<file path="config.mk">
export PLATFORM = sky130hd
export DESIGN_NAME = direction_and_overtravel_limit
export DESIGN_NICKNAME = d
export VERILOG_FILES = /design/src/logic/limit_pkg.sv /design/src/logic/ot_if.sv /design/src/logic/ot_channel.sv /design/src/logic/setup_latch.sv /design/src/logic/direction_and_overtravel_limit.sv
export VERILOG_INCLUDE_DIRS = /design/src /design/src/logic
export SDC_FILE = /design/constraint.sdc
export NUM_CORES = 1
export LEC_CHECK = 0
export BUFFER_PORTS_ARGS = -buffer_cell sky130_fd_sc_hd__buf_2
export CORE_ASPECT_RATIO = 1.2
export CORE_MARGIN = 1
export CORE_UTILIZATION = 51
export DETAILED_ROUTE_END_ITERATION = 12
export GPL_TIMING_DRIVEN = 0
export PLACE_DENSITY = 0.78
export SLEW_MARGIN = 15
export SYNTH_ARGS = -nofsm -noshare
export SYNTH_HDL_FRONTEND = slang
export SYNTH_SLANG_ARGS = --single-unit
</file>
<file path="constraint.sdc">
create_clock -name clk_i -period 1.6 [get_ports clk_i]
set_input_delay 0.16 -clock clk_i [delete_from_list [all_inputs] [get_ports clk_i]]
set_output_delay 0.16 -clock clk_i [all_outputs]
set_load 0.02 [all_outputs]
</file>
<file path="src/logic/limit_consts.svh">
/*
 * Register offsets, field positions, reset values and setting codes for the
 * direction and overtravel limit block.
 * Assumes inclusion by bare name from the design files.
 */
`ifndef LIMIT_CONSTS_SVH
`define LIMIT_CONSTS_SVH

// ----------------------------------------------------------------
// register offsets
// ----------------------------------------------------------------
`define DIR_OFS          8'h00
`define FWD_ALLOC_OFS    8'h04
`define REV_ALLOC_OFS    8'h08
`define STOP_METHOD_OFS  8'h0c
`define ESTOP_TORQ_OFS   8'h10
`define CTRL_OFS         8'h14
`define STATUS_OFS       8'h18

// ----------------------------------------------------------------
// setting codes and reset values
// ----------------------------------------------------------------
`define DIR_CCW_FWD      4'h0
`define DIR_CW_FWD       4'h1
`define FWD_ALLOC_RST    4'h1
`define REV_ALLOC_RST    4'h2
`define ALLOC_OFF        4'h8
`define STOP_DB          4'h0
`define STOP_DB_COAST    4'h1
`define STOP_COAST       4'h2
`define DECEL_NONE       4'h0
`define DECEL_CLAMP      4'h1
`define DECEL_COAST      4'h2
`define STOP_METHOD_RST  8'h00
`define ESTOP_TORQ_RST   10'h320
`define ESTOP_TORQ_MAX   10'h320

// ----------------------------------------------------------------
// field positions
// ----------------------------------------------------------------
`define CTRL_RESTART_BIT 0
`define ST_FWD_OT_BIT    0
`define ST_REV_OT_BIT    1
`define ST_STOPPING_BIT  2
`define ST_BASEBLK_BIT   3
`define ST_CLAMP_BIT     4
`define ST_DIR_CW_BIT    5

`endif

</file>
<file path="src/logic/limit_pkg.sv">
/*
 * Types shared by the direction and overtravel limit block.
 * Assumes nothing of its surroundings.
 */
package limit_pkg;

    typedef enum logic [2:0] {
        ST_RUN,
        ST_DB_STOP,
        ST_COAST_STOP,
        ST_DECEL_STOP,
        ST_CLAMP_HOLD,
        ST_BASEBLOCK
    } stop_state_t;

    typedef struct packed {
        logic [7:0] stop_method;
        logic [3:0] rev_alloc;
        logic [3:0] fwd_alloc;
        logic [3:0] dir;
    } setup_t;

endpackage

</file>
<file path="src/logic/ot_if.sv">
/*
 * Carrier between the top and one overtravel channel.
 * Assumes the top drives pin and allocation, the channel answers the flag.
 */
`timescale 1ns/1ps
interface ot_if;
    logic       limit_pin;
    logic [3:0] alloc;
    logic       ot;

    modport chan (input limit_pin, input alloc, output ot);
    modport ctrl (output limit_pin, output alloc, input ot);
endinterface

</file>
<file path="src/logic/ot_channel.sv">
/*
 * One overtravel channel: a limit input gated by its allocation setting.
 * Assumes a synchronous limit input, high meaning switch closed (run allowed).
 */
`timescale 1ns/1ps
`include "limit_consts.svh"
module ot_channel (
    // clock and reset
    input  wire logic clk_i,
    input  wire logic rst_n_i,
    // channel
    ot_if.chan        bus
);
    logic ot_ff;
    wire  enabled = (bus.alloc != `ALLOC_OFF);

    // open switch or broken wire reads as overtravel
    always_ff @(posedge clk_i or negedge rst_n_i) begin
        if (!rst_n_i) ot_ff <= 1'b0;
        else          ot_ff <= enabled & ~bus.limit_pin;
    end

    assign bus.ot = ot_ff;
endmodule

</file>
<file path="src/logic/setup_latch.sv">
/*
 * Holds the active copy of restart-only settings.
 * Assumes load_i is a one-cycle restart pulse.
 */
`timescale 1ns/1ps
module setup_latch #(
    parameter int               W   = 20,
    parameter logic [W-1:0]     RST = '0
) (
    // clock and reset
    input  wire logic         clk_i,
    input  wire logic         rst_n_i,
    // load
    input  wire logic         load_i,
    input  wire logic [W-1:0] pending_i,
    output logic      [W-1:0] active_o
);
    always_ff @(posedge clk_i or negedge rst_n_i) begin
        if (!rst_n_i)    active_o <= RST;
        else if (load_i) active_o <= pending_i;
    end
endmodule

</file>
<file path="src/logic/direction_and_overtravel_limit.sv">
/*
 * Direction and overtravel limit logic of a servo drive: forward-direction
 * selection, limit-switch run prohibition and the overtravel stop sequence.
 * Assumes synchronous inputs, one 25 MHz clock and a plain register port.
 */
// Chosen here: the address map and the address-and-strobe port.
// How it works
// - direction setting 0 makes ccw the forward direction, 1 makes cw forward.
// - reversing direction leaves reference polarity and encoder outputs untouched.
// - forward limit acts on forward references, reverse limit on reverse ones.
// - forward limit on allows forward running, off prohibits it and flags overtravel.
// - reverse limit on allows reverse running, off prohibits it and flags overtravel.
// - references away from the prohibited direction still pass during overtravel.
// - forward allocation 1 reads the pin, 8 ignores it and always allows forward.
// - reverse allocation 2 reads the pin, 8 ignores it and always allows reverse.
// - running into an active limit forces motion in that direction to stop.
// - after an overtravel stop the drive goes to baseblock unless zero clamp is chosen.
// - brake release stays asserted while in overtravel.
// - stop method selects dynamic brake, brake then coast, coast, or decel modes.
// - decel stops use an emergency torque of 0 to 800 percent, effective at once.
`timescale 1ns/1ps
`include "limit_consts.svh"
module direction_and_overtravel_limit #(
    parameter int REF_W = 16
) (
    // clock and reset
    input  wire logic                    clk_i,
    input  wire logic                    rst_n_i,
    // register port
    input  wire logic [7:0]              addr_i,
    input  wire logic [31:0]             wdata_i,
    input  wire logic                    wr_i,
    input  wire logic                    rd_i,
    output logic      [31:0]             rdata_o,
    // limit switches
    input  wire logic                    forward_limit_input_i,
    input  wire logic                    reverse_limit_input_i,
    // motion reference path
    input  wire logic                    servo_on_i,
    input  wire logic signed [REF_W-1:0] ref_i,
    input  wire logic                    motor_stopped_i,
    output logic signed      [REF_W-1:0] ref_o,
    output logic                         motor_ccw_o,
    // encoder pulse pass-through
    input  wire logic                    encoder_phase_a_i,
    input  wire logic                    encoder_phase_b_i,
    output logic                         encoder_phase_a_out_o,
    output logic                         encoder_phase_b_out_o,
    // power stage and brake
    output logic                         dyn_brake_o,
    output logic                         baseblock_o,
    output logic                         decel_o,
    output logic                         zero_clamp_o,
    output logic      [9:0]              emergency_stop_torque_o,
    output logic                         brake_release_output_o,
    // status
    output logic                         fwd_ot_o,
    output logic                         rev_ot_o
);

    // ----------------------------------------------------------------
    // register port
    // ----------------------------------------------------------------
    limit_pkg::setup_t pend_ff;
    limit_pkg::setup_t act;
    logic [9:0]        torque_ff;
    logic [31:0]       rdata_ff;

    // one address compare serves both the write decode and the read mux
    function automatic logic at_ofs(input logic [7:0] a, input logic [7:0] ofs);
        return (a == ofs);
    endfunction

    wire wr_dir   = wr_i & at_ofs(addr_i, `DIR_OFS);
    wire wr_fwd   = wr_i & at_ofs(addr_i, `FWD_ALLOC_OFS);
    wire wr_rev   = wr_i & at_ofs(addr_i, `REV_ALLOC_OFS);
    wire wr_stop  = wr_i & at_ofs(addr_i, `STOP_METHOD_OFS);
    wire wr_torq  = wr_i & at_ofs(addr_i, `ESTOP_TORQ_OFS);
    wire restart  = wr_i & at_ofs(addr_i, `CTRL_OFS) & wdata_i[`CTRL_RESTART_BIT];

    // out-of-range torque writes saturate rather than wrap
    wire [9:0] torq_clip = (wdata_i[31:10] != 22'h000000 || wdata_i[9:0] > `ESTOP_TORQ_MAX)
                           ? `ESTOP_TORQ_MAX : wdata_i[9:0];

    always_ff @(posedge clk_i or negedge rst_n_i) begin
        if (!rst_n_i) begin
            pend_ff.dir         <= `DIR_CCW_FWD;
            pend_ff.fwd_alloc   <= `FWD_ALLOC_RST;
            pend_ff.rev_alloc   <= `REV_ALLOC_RST;
            pend_ff.stop_method <= `STOP_METHOD_RST;
        end else begin
            if (wr_dir)  pend_ff.dir         <= wdata_i[3:0];
            if (wr_fwd)  pend_ff.fwd_alloc   <= wdata_i[3:0];
            if (wr_rev)  pend_ff.rev_alloc   <= wdata_i[3:0];
            if (wr_stop) pend_ff.stop_method <= wdata_i[7:0];
        end
    end

    // torque limit is live: no restart needed
    always_ff @(posedge clk_i or negedge rst_n_i) begin
        if (!rst_n_i)     torque_ff <= `ESTOP_TORQ_RST;
        else if (wr_torq) torque_ff <= torq_clip;
    end

    // direction, allocation and stop method writes only touch the pending copy; restart moves it into service
    setup_latch #(
        .W   ($bits(limit_pkg::setup_t)),
        .RST ({`STOP_METHOD_RST, `REV_ALLOC_RST, `FWD_ALLOC_RST, `DIR_CCW_FWD})
    ) u_setup (
        .clk_i     (clk_i),
        .rst_n_i   (rst_n_i),
        .load_i    (restart),
        .pending_i (pend_ff),
        .active_o  (act)
    );

    // ----------------------------------------------------------------
    // limit channels
    // ----------------------------------------------------------------
    ot_if ot_bus[2] ();

    wire [1:0] pins   = {reverse_limit_input_i, forward_limit_input_i};
    wire [7:0] allocs = {act.rev_alloc, act.fwd_alloc};

    genvar g;
    generate
        for (g = 0; g < 2; g++) begin : g_ch
            assign ot_bus[g].limit_pin = pins[g];
            assign ot_bus[g].alloc     = allocs[g*4 +: 4];
            ot_channel u_ch (
                .clk_i   (clk_i),
                .rst_n_i (rst_n_i),
                .bus     (ot_bus[g])
            );
        end
    endgenerate

    wire fwd_ot = ot_bus[0].ot;
    wire rev_ot = ot_bus[1].ot;

    // ----------------------------------------------------------------
    // reference gating
    // ----------------------------------------------------------------
    // polarity of the reference defines forward, whatever the shaft does
    wire ref_fwd  = (ref_i > 0);
    wire ref_rev  = (ref_i < 0);
    wire blocked  = (ref_fwd & fwd_ot) | (ref_rev & rev_ot);
    wire ok_move  = (ref_fwd & ~fwd_ot) | (ref_rev & ~rev_ot);
    wire dir_cw   = (act.dir == `DIR_CW_FWD);

    wire signed [REF_W-1:0] nxt_ref =
        (servo_on_i && !blocked) ? ref_i : '0;
    // forward reference turns ccw unless reverse rotation mode is set
    wire nxt_ccw = (nxt_ref > 0) ^ dir_cw;

    // ----------------------------------------------------------------
    // overtravel stop sequence
    // ----------------------------------------------------------------
    limit_pkg::stop_state_t state_ff;
    limit_pkg::stop_state_t nxt_state;

    wire [3:0] method0 = act.stop_method[3:0];
    wire [3:0] method1 = act.stop_method[7:4];
    wire use_decel = (method1 == `DECEL_CLAMP) | (method1 == `DECEL_COAST);
    wire unblock   = ok_move | (~fwd_ot & ~rev_ot);

    always_comb begin
        nxt_state = state_ff;
        case (state_ff)
            limit_pkg::ST_RUN: begin
                if (servo_on_i && blocked) begin
                    if (use_decel)                 nxt_state = limit_pkg::ST_DECEL_STOP;
                    else if (method0 == `STOP_COAST) nxt_state = limit_pkg::ST_COAST_STOP;
                    else                           nxt_state = limit_pkg::ST_DB_STOP;
                end
            end
            limit_pkg::ST_DB_STOP,
            limit_pkg::ST_COAST_STOP: begin
                if (unblock)              nxt_state = limit_pkg::ST_RUN;
                else if (motor_stopped_i) nxt_state = limit_pkg::ST_BASEBLOCK;
            end
            limit_pkg::ST_DECEL_STOP: begin
                if (unblock)                       nxt_state = limit_pkg::ST_RUN;
                else if (motor_stopped_i) begin
                    if (method1 == `DECEL_CLAMP) nxt_state = limit_pkg::ST_CLAMP_HOLD;
                    else                         nxt_state = limit_pkg::ST_BASEBLOCK;
                end
            end
            limit_pkg::ST_CLAMP_HOLD,
            limit_pkg::ST_BASEBLOCK: begin
                if (unblock) nxt_state = limit_pkg::ST_RUN;
            end
            default: nxt_state = limit_pkg::ST_RUN;
        endcase
        if (!servo_on_i) nxt_state = limit_pkg::ST_RUN;
    end

    // dynamic brake held after stop only for the plain brake method
    wire nxt_db = (nxt_state == limit_pkg::ST_DB_STOP) |
                  ((nxt_state == limit_pkg::ST_BASEBLOCK) & (method0 == `STOP_DB) & ~use_decel);
    wire nxt_bb = ~servo_on_i | (nxt_state == limit_pkg::ST_DB_STOP) |
                  (nxt_state == limit_pkg::ST_COAST_STOP) |
                  (nxt_state == limit_pkg::ST_BASEBLOCK);
    wire nxt_decel = (nxt_state == limit_pkg::ST_DECEL_STOP);
    wire nxt_clamp = (nxt_state == limit_pkg::ST_CLAMP_HOLD);
    wire stopping  = (state_ff != limit_pkg::ST_RUN);

    // ----------------------------------------------------------------
    // output registers
    // ----------------------------------------------------------------
    always_ff @(posedge clk_i or negedge rst_n_i) begin
        if (!rst_n_i) begin
            state_ff     <= limit_pkg::ST_RUN;
            ref_o        <= '0;
            motor_ccw_o  <= 1'b0;
            dyn_brake_o  <= 1'b0;
            baseblock_o  <= 1'b1;
            decel_o      <= 1'b0;
            zero_clamp_o <= 1'b0;
        end else begin
            state_ff     <= nxt_state;
            ref_o        <= nxt_ref;
            motor_ccw_o  <= nxt_ccw;
            dyn_brake_o  <= nxt_db;
            baseblock_o  <= nxt_bb;
            decel_o      <= nxt_decel;
            zero_clamp_o <= nxt_clamp;
        end
    end

    // brake stays released through overtravel: vertical axes need clamp mode
    always_ff @(posedge clk_i or negedge rst_n_i) begin
        if (!rst_n_i) brake_release_output_o <= 1'b0;
        else          brake_release_output_o <= servo_on_i;
    end

    // encoder phases pass untouched by the direction setting
    always_ff @(posedge clk_i or negedge rst_n_i) begin
        if (!rst_n_i) begin
            encoder_phase_a_out_o <= 1'b0;
            encoder_phase_b_out_o <= 1'b0;
        end else begin
            encoder_phase_a_out_o <= encoder_phase_a_i;
            encoder_phase_b_out_o <= encoder_phase_b_i;
        end
    end

    always_ff @(posedge clk_i or negedge rst_n_i) begin
        if (!rst_n_i) begin
            fwd_ot_o                <= 1'b0;
            rev_ot_o                <= 1'b0;
            emergency_stop_torque_o <= `ESTOP_TORQ_RST;
        end else begin
            fwd_ot_o                <= fwd_ot;
            rev_ot_o                <= rev_ot;
            emergency_stop_torque_o <= torque_ff;
        end
    end

    // ----------------------------------------------------------------
    // read path
    // ----------------------------------------------------------------
    wire [31:0] status_w = {26'h0000000, dir_cw, zero_clamp_o, baseblock_o,
                            stopping, rev_ot, fwd_ot};
    wire [31:0] rd_mux =
        at_ofs(addr_i, `DIR_OFS)         ? {28'h0000000, pend_ff.dir} :
        at_ofs(addr_i, `FWD_ALLOC_OFS)   ? {28'h0000000, pend_ff.fwd_alloc} :
        at_ofs(addr_i, `REV_ALLOC_OFS)   ? {28'h0000000, pend_ff.rev_alloc} :
        at_ofs(addr_i, `STOP_METHOD_OFS) ? {24'h000000, pend_ff.stop_method} :
        at_ofs(addr_i, `ESTOP_TORQ_OFS)  ? {22'h000000, torque_ff} :
        at_ofs(addr_i, `STATUS_OFS)      ? status_w : 32'h00000000;

    // data stand for one cycle after the strobe, zero otherwise
    always_ff @(posedge clk_i or negedge rst_n_i) begin
        if (!rst_n_i)  rdata_ff <= 32'h00000000;
        else if (rd_i) rdata_ff <= rd_mux;
        else           rdata_ff <= 32'h00000000;
    end
    assign rdata_o = rdata_ff;

    // ----------------------------------------------------------------
    // checks
    // ----------------------------------------------------------------
    fwd_block_a: assert property (@(posedge clk_i) disable iff (!rst_n_i)
        (fwd_ot && ref_i > 0) |=> (ref_o == 0))
        else $error("forward reference passed during forward overtravel");

    rev_block_a: assert property (@(posedge clk_i) disable iff (!rst_n_i)
        (rev_ot && ref_i < 0) |=> (ref_o == 0))
        else $error("reverse reference passed during reverse overtravel");

    opposite_pass_a: assert property (@(posedge clk_i) disable iff (!rst_n_i)
        (servo_on_i && fwd_ot && !rev_ot && ref_i < 0) |=> (ref_o == $past(ref_i)))
        else $error("reverse reference lost during forward overtravel");

    dir_map_a: assert property (@(posedge clk_i) disable iff (!rst_n_i)
        (ref_o != 0) |-> (motor_ccw_o == ((ref_o > 0) != $past(dir_cw))))
        else $error("shaft direction does not match setting");

    enc_pass_a: assert property (@(posedge clk_i) disable iff (!rst_n_i)
        ##1 (encoder_phase_a_out_o == $past(encoder_phase_a_i)))
        else $error("encoder phase altered");

    fwd_alloc_off_a: assert property (@(posedge clk_i) disable iff (!rst_n_i)
        (act.fwd_alloc == `ALLOC_OFF) [*2] |-> !fwd_ot)
        else $error("forward limit active while disabled");

    rev_pin_a: assert property (@(posedge clk_i) disable iff (!rst_n_i)
        (act.rev_alloc != `ALLOC_OFF && !reverse_limit_input_i && $stable(act)) |=> rev_ot)
        else $error("reverse limit pin ignored");

    stop_entry_a: assert property (@(posedge clk_i) disable iff (!rst_n_i)
        (state_ff == limit_pkg::ST_RUN && servo_on_i && blocked) |=> (stopping && ref_o == 0))
        else $error("no stop on overtravel");

    clamp_or_bb_a: assert property (@(posedge clk_i) disable iff (!rst_n_i)
        (state_ff == limit_pkg::ST_DECEL_STOP && motor_stopped_i && servo_on_i && !unblock)
        |=> (zero_clamp_o != baseblock_o))
        else $error("wrong mode after overtravel stop");

    brake_hold_a: assert property (@(posedge clk_i) disable iff (!rst_n_i)
        (servo_on_i && (fwd_ot || rev_ot)) |=> brake_release_output_o)
        else $error("brake engaged during overtravel");

    restart_only_a: assert property (@(posedge clk_i) disable iff (!rst_n_i)
        !restart |=> $stable(act))
        else $error("setting changed without restart");

    torque_now_a: assert property (@(posedge clk_i) disable iff (!rst_n_i)
        wr_torq |=> ##1 (emergency_stop_torque_o <= `ESTOP_TORQ_MAX &&
                         emergency_stop_torque_o == $past(torq_clip, 2)))
        else $error("emergency torque not applied");

    fwd_pin_a: assert property (@(posedge clk_i) disable iff (!rst_n_i)
        (act.fwd_alloc != `ALLOC_OFF && !forward_limit_input_i) |=> fwd_ot)
        else $error("forward limit pin ignored");

    decel_pick_a: assert property (@(posedge clk_i) disable iff (!rst_n_i)
        (state_ff == limit_pkg::ST_RUN && servo_on_i && blocked)
        |=> (decel_o == $past(use_decel)))
        else $error("stop method not followed");

    bb_after_stop_a: assert property (@(posedge clk_i) disable iff (!rst_n_i)
        (state_ff == limit_pkg::ST_BASEBLOCK) |-> (baseblock_o && !zero_clamp_o))
        else $error("baseblock state with torque on");

endmodule

</file>
# Word level (Yosys, flattened, before mapping)
# Index checks and enable logic that the tools add are counted.
# totals
ff_bits	123
out_inout_bits	68
# op_classes
magnitude_cmp	4
n_eq_ne	22
muxes	20
bitwise	31
reduce_logical	11
# op_table
op	count
two-way mux 10 bit	7
greater-than comparator 16 x 1 -> 1 bit (second input constant)	2
== test 8 x 5 -> 1 bit (second input constant)	3
two-way mux 3 bit	8
nonzero test 22 bit	1
AND 1 bit	16
== test 8 x 4 -> 1 bit (second input constant)	2
less-than comparator 16 x 1 -> 1 bit (second input constant)	1
two-way mux 16 bit	1
== test 3 x 2 -> 1 bit (second input constant)	4
== test 3 bit (second input constant)	4
one-hot mux 3 bit (4 select lines)	1
greater-than comparator 10 bit (second input constant)	1
== test 4 x 1 -> 1 bit (second input constant)	2
== test 4 x 2 -> 1 bit (second input constant)	2
== test 8 x 3 -> 1 bit (second input constant)	1
zero test 8 bit	1
!= test 4 bit (second input constant)	2
bitwise OR 1 bit	8
== test 3 x 1 -> 1 bit (second input constant)	2
two-way mux 6 bit	1
NOT 1 bit	6
zero test 4 bit	1
OR reduction 2 bit	2
8 further kinds	9

# Logic depth before layout (Yosys ltp)
# logic_depth
word_depth	11
depth_mapped	7

# Hierarchy
# A second synthesis with hierarchy kept.
# hier_totals
cells_unflattened	357
hier_area_um2	4461.8
# by_module_without_submodules
module	n_inst	cells_each	area_per_inst_um2
direction_and_overtravel_limit	1	309	3548.4
setup_latch	1	42	825.8
ot_channel	2	3	43.8

# Worst setup path after synthesis
# No wires, ideal clock.
# synth_path
path_type	input-to-reg
startpoint	in addr_i[1]
endpoint	reg pend_ff[12] (netlist name)
setup_ns	0.125
t_arrival_ns	1.723
required_time_ns	1.475
path_slack_ns	-0.248
stages	6
n_path_buf	1
path_cell_list	or4_4 or3_1 buf_6 nor2_8 nand2_4 mux2_4
# synth_between
elab_chain_len	2
# synth_rtl
item	line_no	source
start: declaration	direction_and_overtravel_limit.sv:30	input wire logic [7:0] addr_i,
== test 8 x 4 -> 1 bit	direction_and_overtravel_limit.sv:71	return (a == ofs);
AND 1 bit	direction_and_overtravel_limit.sv:77	wire wr_stop = wr_i & at_ofs(addr_i, `STOP_METHOD_OFS);
end: declaration	direction_and_overtravel_limit.sv:64	limit_pkg::setup_t pend_ff;
# Every way passes these cells.
# A chain may end at the register's enable or synchronous reset.

# Final worst setup path
# layout_path
startpoint	in addr_i[7]
endpoint	reg pend_ff[0] (netlist name)
# layout_between
elab_chain_len	2
# layout_rtl
item	line_no	source
zero test 8 bit	direction_and_overtravel_limit.sv:71	
AND 1 bit	direction_and_overtravel_limit.sv:74	wire wr_dir = wr_i & at_ofs(addr_i, `DIR_OFS);
# Every way passes these cells.

==> flow_summary.toml <==
[outcome]
status = "complete, but fails checks"
violations = "negative setup slack"

[cells_and_area]
final_layout_size_suffix_gt1_share_pct = 47.4
syn_to_final_growth_pct = 30.9
nets = 567
diodes = 0
final_area_sq_um = 5680
final_util_pct = 69.3

[pwr]
powerDensity_nw_per_um2 = 847
power_frac_seq_pct = 55.9
ir_worst_vdd_mv = 0.411
pwr-share-clk_pct = 32.2
internal-power_mw = 3.52
leakage_nw = 2.95
comb_power_share_pct = 12.0
switching_share_pct = 26.9
p_switching_mw = 1.29
p_total_mw = 4.82

[place]
portBuffers = 111
place.gp.congestion = 0.859
placed_area_sq_um = 5280
dp_worst_setup_slack_ns = -0.617
dp_hpwl_microns = 6900

[die]
core_area_sq_um = 8200
std_cell_rows = 36
initial_core_util_pct = 53.0
io_pins = 134
die_w_microns = 86.2
die_area_sq_um = 8890
die_h_microns = 103

[drt]
ant_nets = 0
routed_wirelength_microns = 9660
drt_iter0_markers = 116
dr.pass1.iters = 4
wl_per_cell_microns = 15.6
vias = 3231
drcViolationCount = 0
viasPerCell = 5.21

[flow_run]
maxCapViolations = 0

[synth]
yosysTopAreaCell = "dfrtp_1"
synthArstFlopShare_pct = 100
synth_top_area_share_pct = 51.9
synth_commonest_cells = "90 x dfrtp_1, 28 x mux2_2, 22 x buf_4, 17 x and2_1, 17 x nor2_1"
syn-cell-area_sq_um = 4340
syn_inst = 343
seq_area_frac_synth_pct = 58.5
ys_types = 59
avgSynthCellArea_sq_um = 12.7
synth-seq-cells = 101
ys.flop_type = "dfrtp_1"
synthTopCellsByArea = "dfrtp_1 52%, mux2_2 7.3%, dfstp_2 6.7%"
yosys_warnings = 0
yosysMostFrequentCell = "dfrtp_1"
synth-edff-count = 0

[timing]
drv_slew = 0
setup_viol = 5
worst_pin_slew_ns = 0.631
fmax_mhz = 620
rsz0062_at_grt = "true"
finalHoldViolCount = 0
slew_headroom_pct = 58.0
tns_ns = -0.0328
finClkSkew_ns = 0.00591
timing.final.crit_share_pct = 101
post-route-min-period_ns = 1.61
fin_ws_ns = -0.0129

[global_routing]
antenna_found_initial = 0
grt_overflow = 0
grt_pass1_wl_microns = 15200
grt_max_degree = 53
track_usage_pct = 22.7
grt_pass1_vias = 3091

[setup_path]
critPathSlowestCell = "or4_4"
r2r_cells = 6
critPathRequiredTime_ns = 1.85
max_stage_delay_ns = 0.56
arrival_ns = 1.86
start_kind = "primary input"
worstSetupPathType = "primary input to flop"
cp.depth = 6
crit_fanout = 4
cp_num_buf_inv = 1
crit_chain = "buf_6 > or4_4 > or3_4 > nor2_4 > nand2_4 > mux2_4"
crit_family = "simple AND/OR/NAND/NOR gates"
worstSetupEndpointType = "flop"

[clocking]
cts_tree = "built"
cts_buffer_depth = 2
htreeDepth = 3
clk_latency_ns = 0.36
root_buffer = "clkbuf_8"
cts_made_buffers = 9
cts.clk_slew.worst_paths_ns = 0.10
clock_sinks = 101

[min_path]
hold_class = "primary input to flop"
min_path_cells = 2
[sequential cells by signal, indices dropped and copies added (netlist names), 2 cells and up]
register / cells
emergency_stop_torque_o: 10
u_setup.active_o: 20
torque_ff: 10
pend_ff: 20
ref_o: 16
state_ff: 3
rdata_o: 10
g_ch.u_ch.bus.ot: 2
[power by group through the flow]
stage | Sequential, mW | Combinational (mW) | Clock [mW]
2_1_floorplan | 2.77 | 0.238 | 0
3_3_place_gp | 2.73 | 0.508 | 0
6_report | 2.69 | 0.576 | 1.55
3_5_place_dp | 2.74 | 0.528 | 0
5_1_grt | 2.70 | 0.626 | 1.68
4_1_cts | 2.69 | 0.553 | 1.58
[cell families (layout without fill, tap and decap cells)]
logic type	count (synthesis)	count (layout)	share of synthesized area (%)
AOI/OAI and AO/OA	49	49	8.44
xor gates and xnor gates	2	2	0.404
buffers and inverters	37	179	5.39
DFF	101	101	58.5
muxes	45	45	12.1
other	1	22	0.0864
and+or+nand+nor	108	108	15.0
[placed cells by master, fill, tap and decap left out, types with 9 or more instances in the layout]
| cell type | netlist | routed |
|---|---|---|
| nor4_1 | 10 | 9 |
| and2_1 | 17 | 17 |
| mux2_4 | 7 | 31 |
| nor2_1 | 17 | 16 |
| nand2_1 | 13 | 12 |
| dfrtp_1 | 90 | 87 |
| dfstp_2 | 11 | 11 |
| clkbuf_8 | 0 | 10 |
| buf_4 | 22 | 32 |
| conb_1 | 1 | 22 |
| buf_2 | 4 | 111 |
[cell type report]
| type | instances | area (sq um) |
|---|---|---|
| buffer | 31 | 219 |
| inverter | 5 | 18.8 |
| tap | 114 | 143 |
| clock inverter | 6 | 52.6 |
| multi-input combinational | 226 | 1850 |
| timing repair buffer | 127 | 719 |
| clock buffer | 10 | 138 |
| sequential | 101 | 2540 |
| fill | 615 | 2510 |
[worst paths after layout]
kind	start	end	slack [ns]
max reg2reg	state_ff[0]	dyn_brake_o	0.06
min reg2reg	torque_ff[8]	emergency_stop_torque_o[8]	0.38
max	addr_i[7]	pend_ff[0]	-0.01
max in group asynchronous	rst_n_i	pend_ff[4]	0.51
min	ref_i[10]	ref_o[10]	0.02
min in group asynchronous	rst_n_i	dyn_brake_o	0.36
[metal layers]
layer / share of wire [%] / GRT usage (%) / vias to the layer above
met3: 5.9 / 3.20 / 19
met1: 41 / 28.7 / 1564
li1: - / - / 1505
met2: 51 / 39.2 / 143
met5: 0 / 0 / -
met4: 2.5 / 9.74 / 0
[per-stage QoR]
stage / hold slack [ns] / std cells
2_1_floorplan: -0.136 / 364
3_3_place_gp: 0.268 / 589
4_1_cts: 0.00969 / 614
6_report: 0.0214 / 620
3_5_place_dp: 0.221 / 590
5_1_grt: 0.0211 / 620
[repair_timing]
action | 4_1_cts | 5_1_grt
hold buffers | 6 | 0
gates cloned | 0 | 0
endpoints found under the hold margin | 49 | 0
pin swaps | 2 | 12
endpoints found under the setup margin | 35 | 34
buffers inserted | 2 | 7
gates resized for setup | 11 | 15
Note: power is estimated with default switching activity, not from simulation.
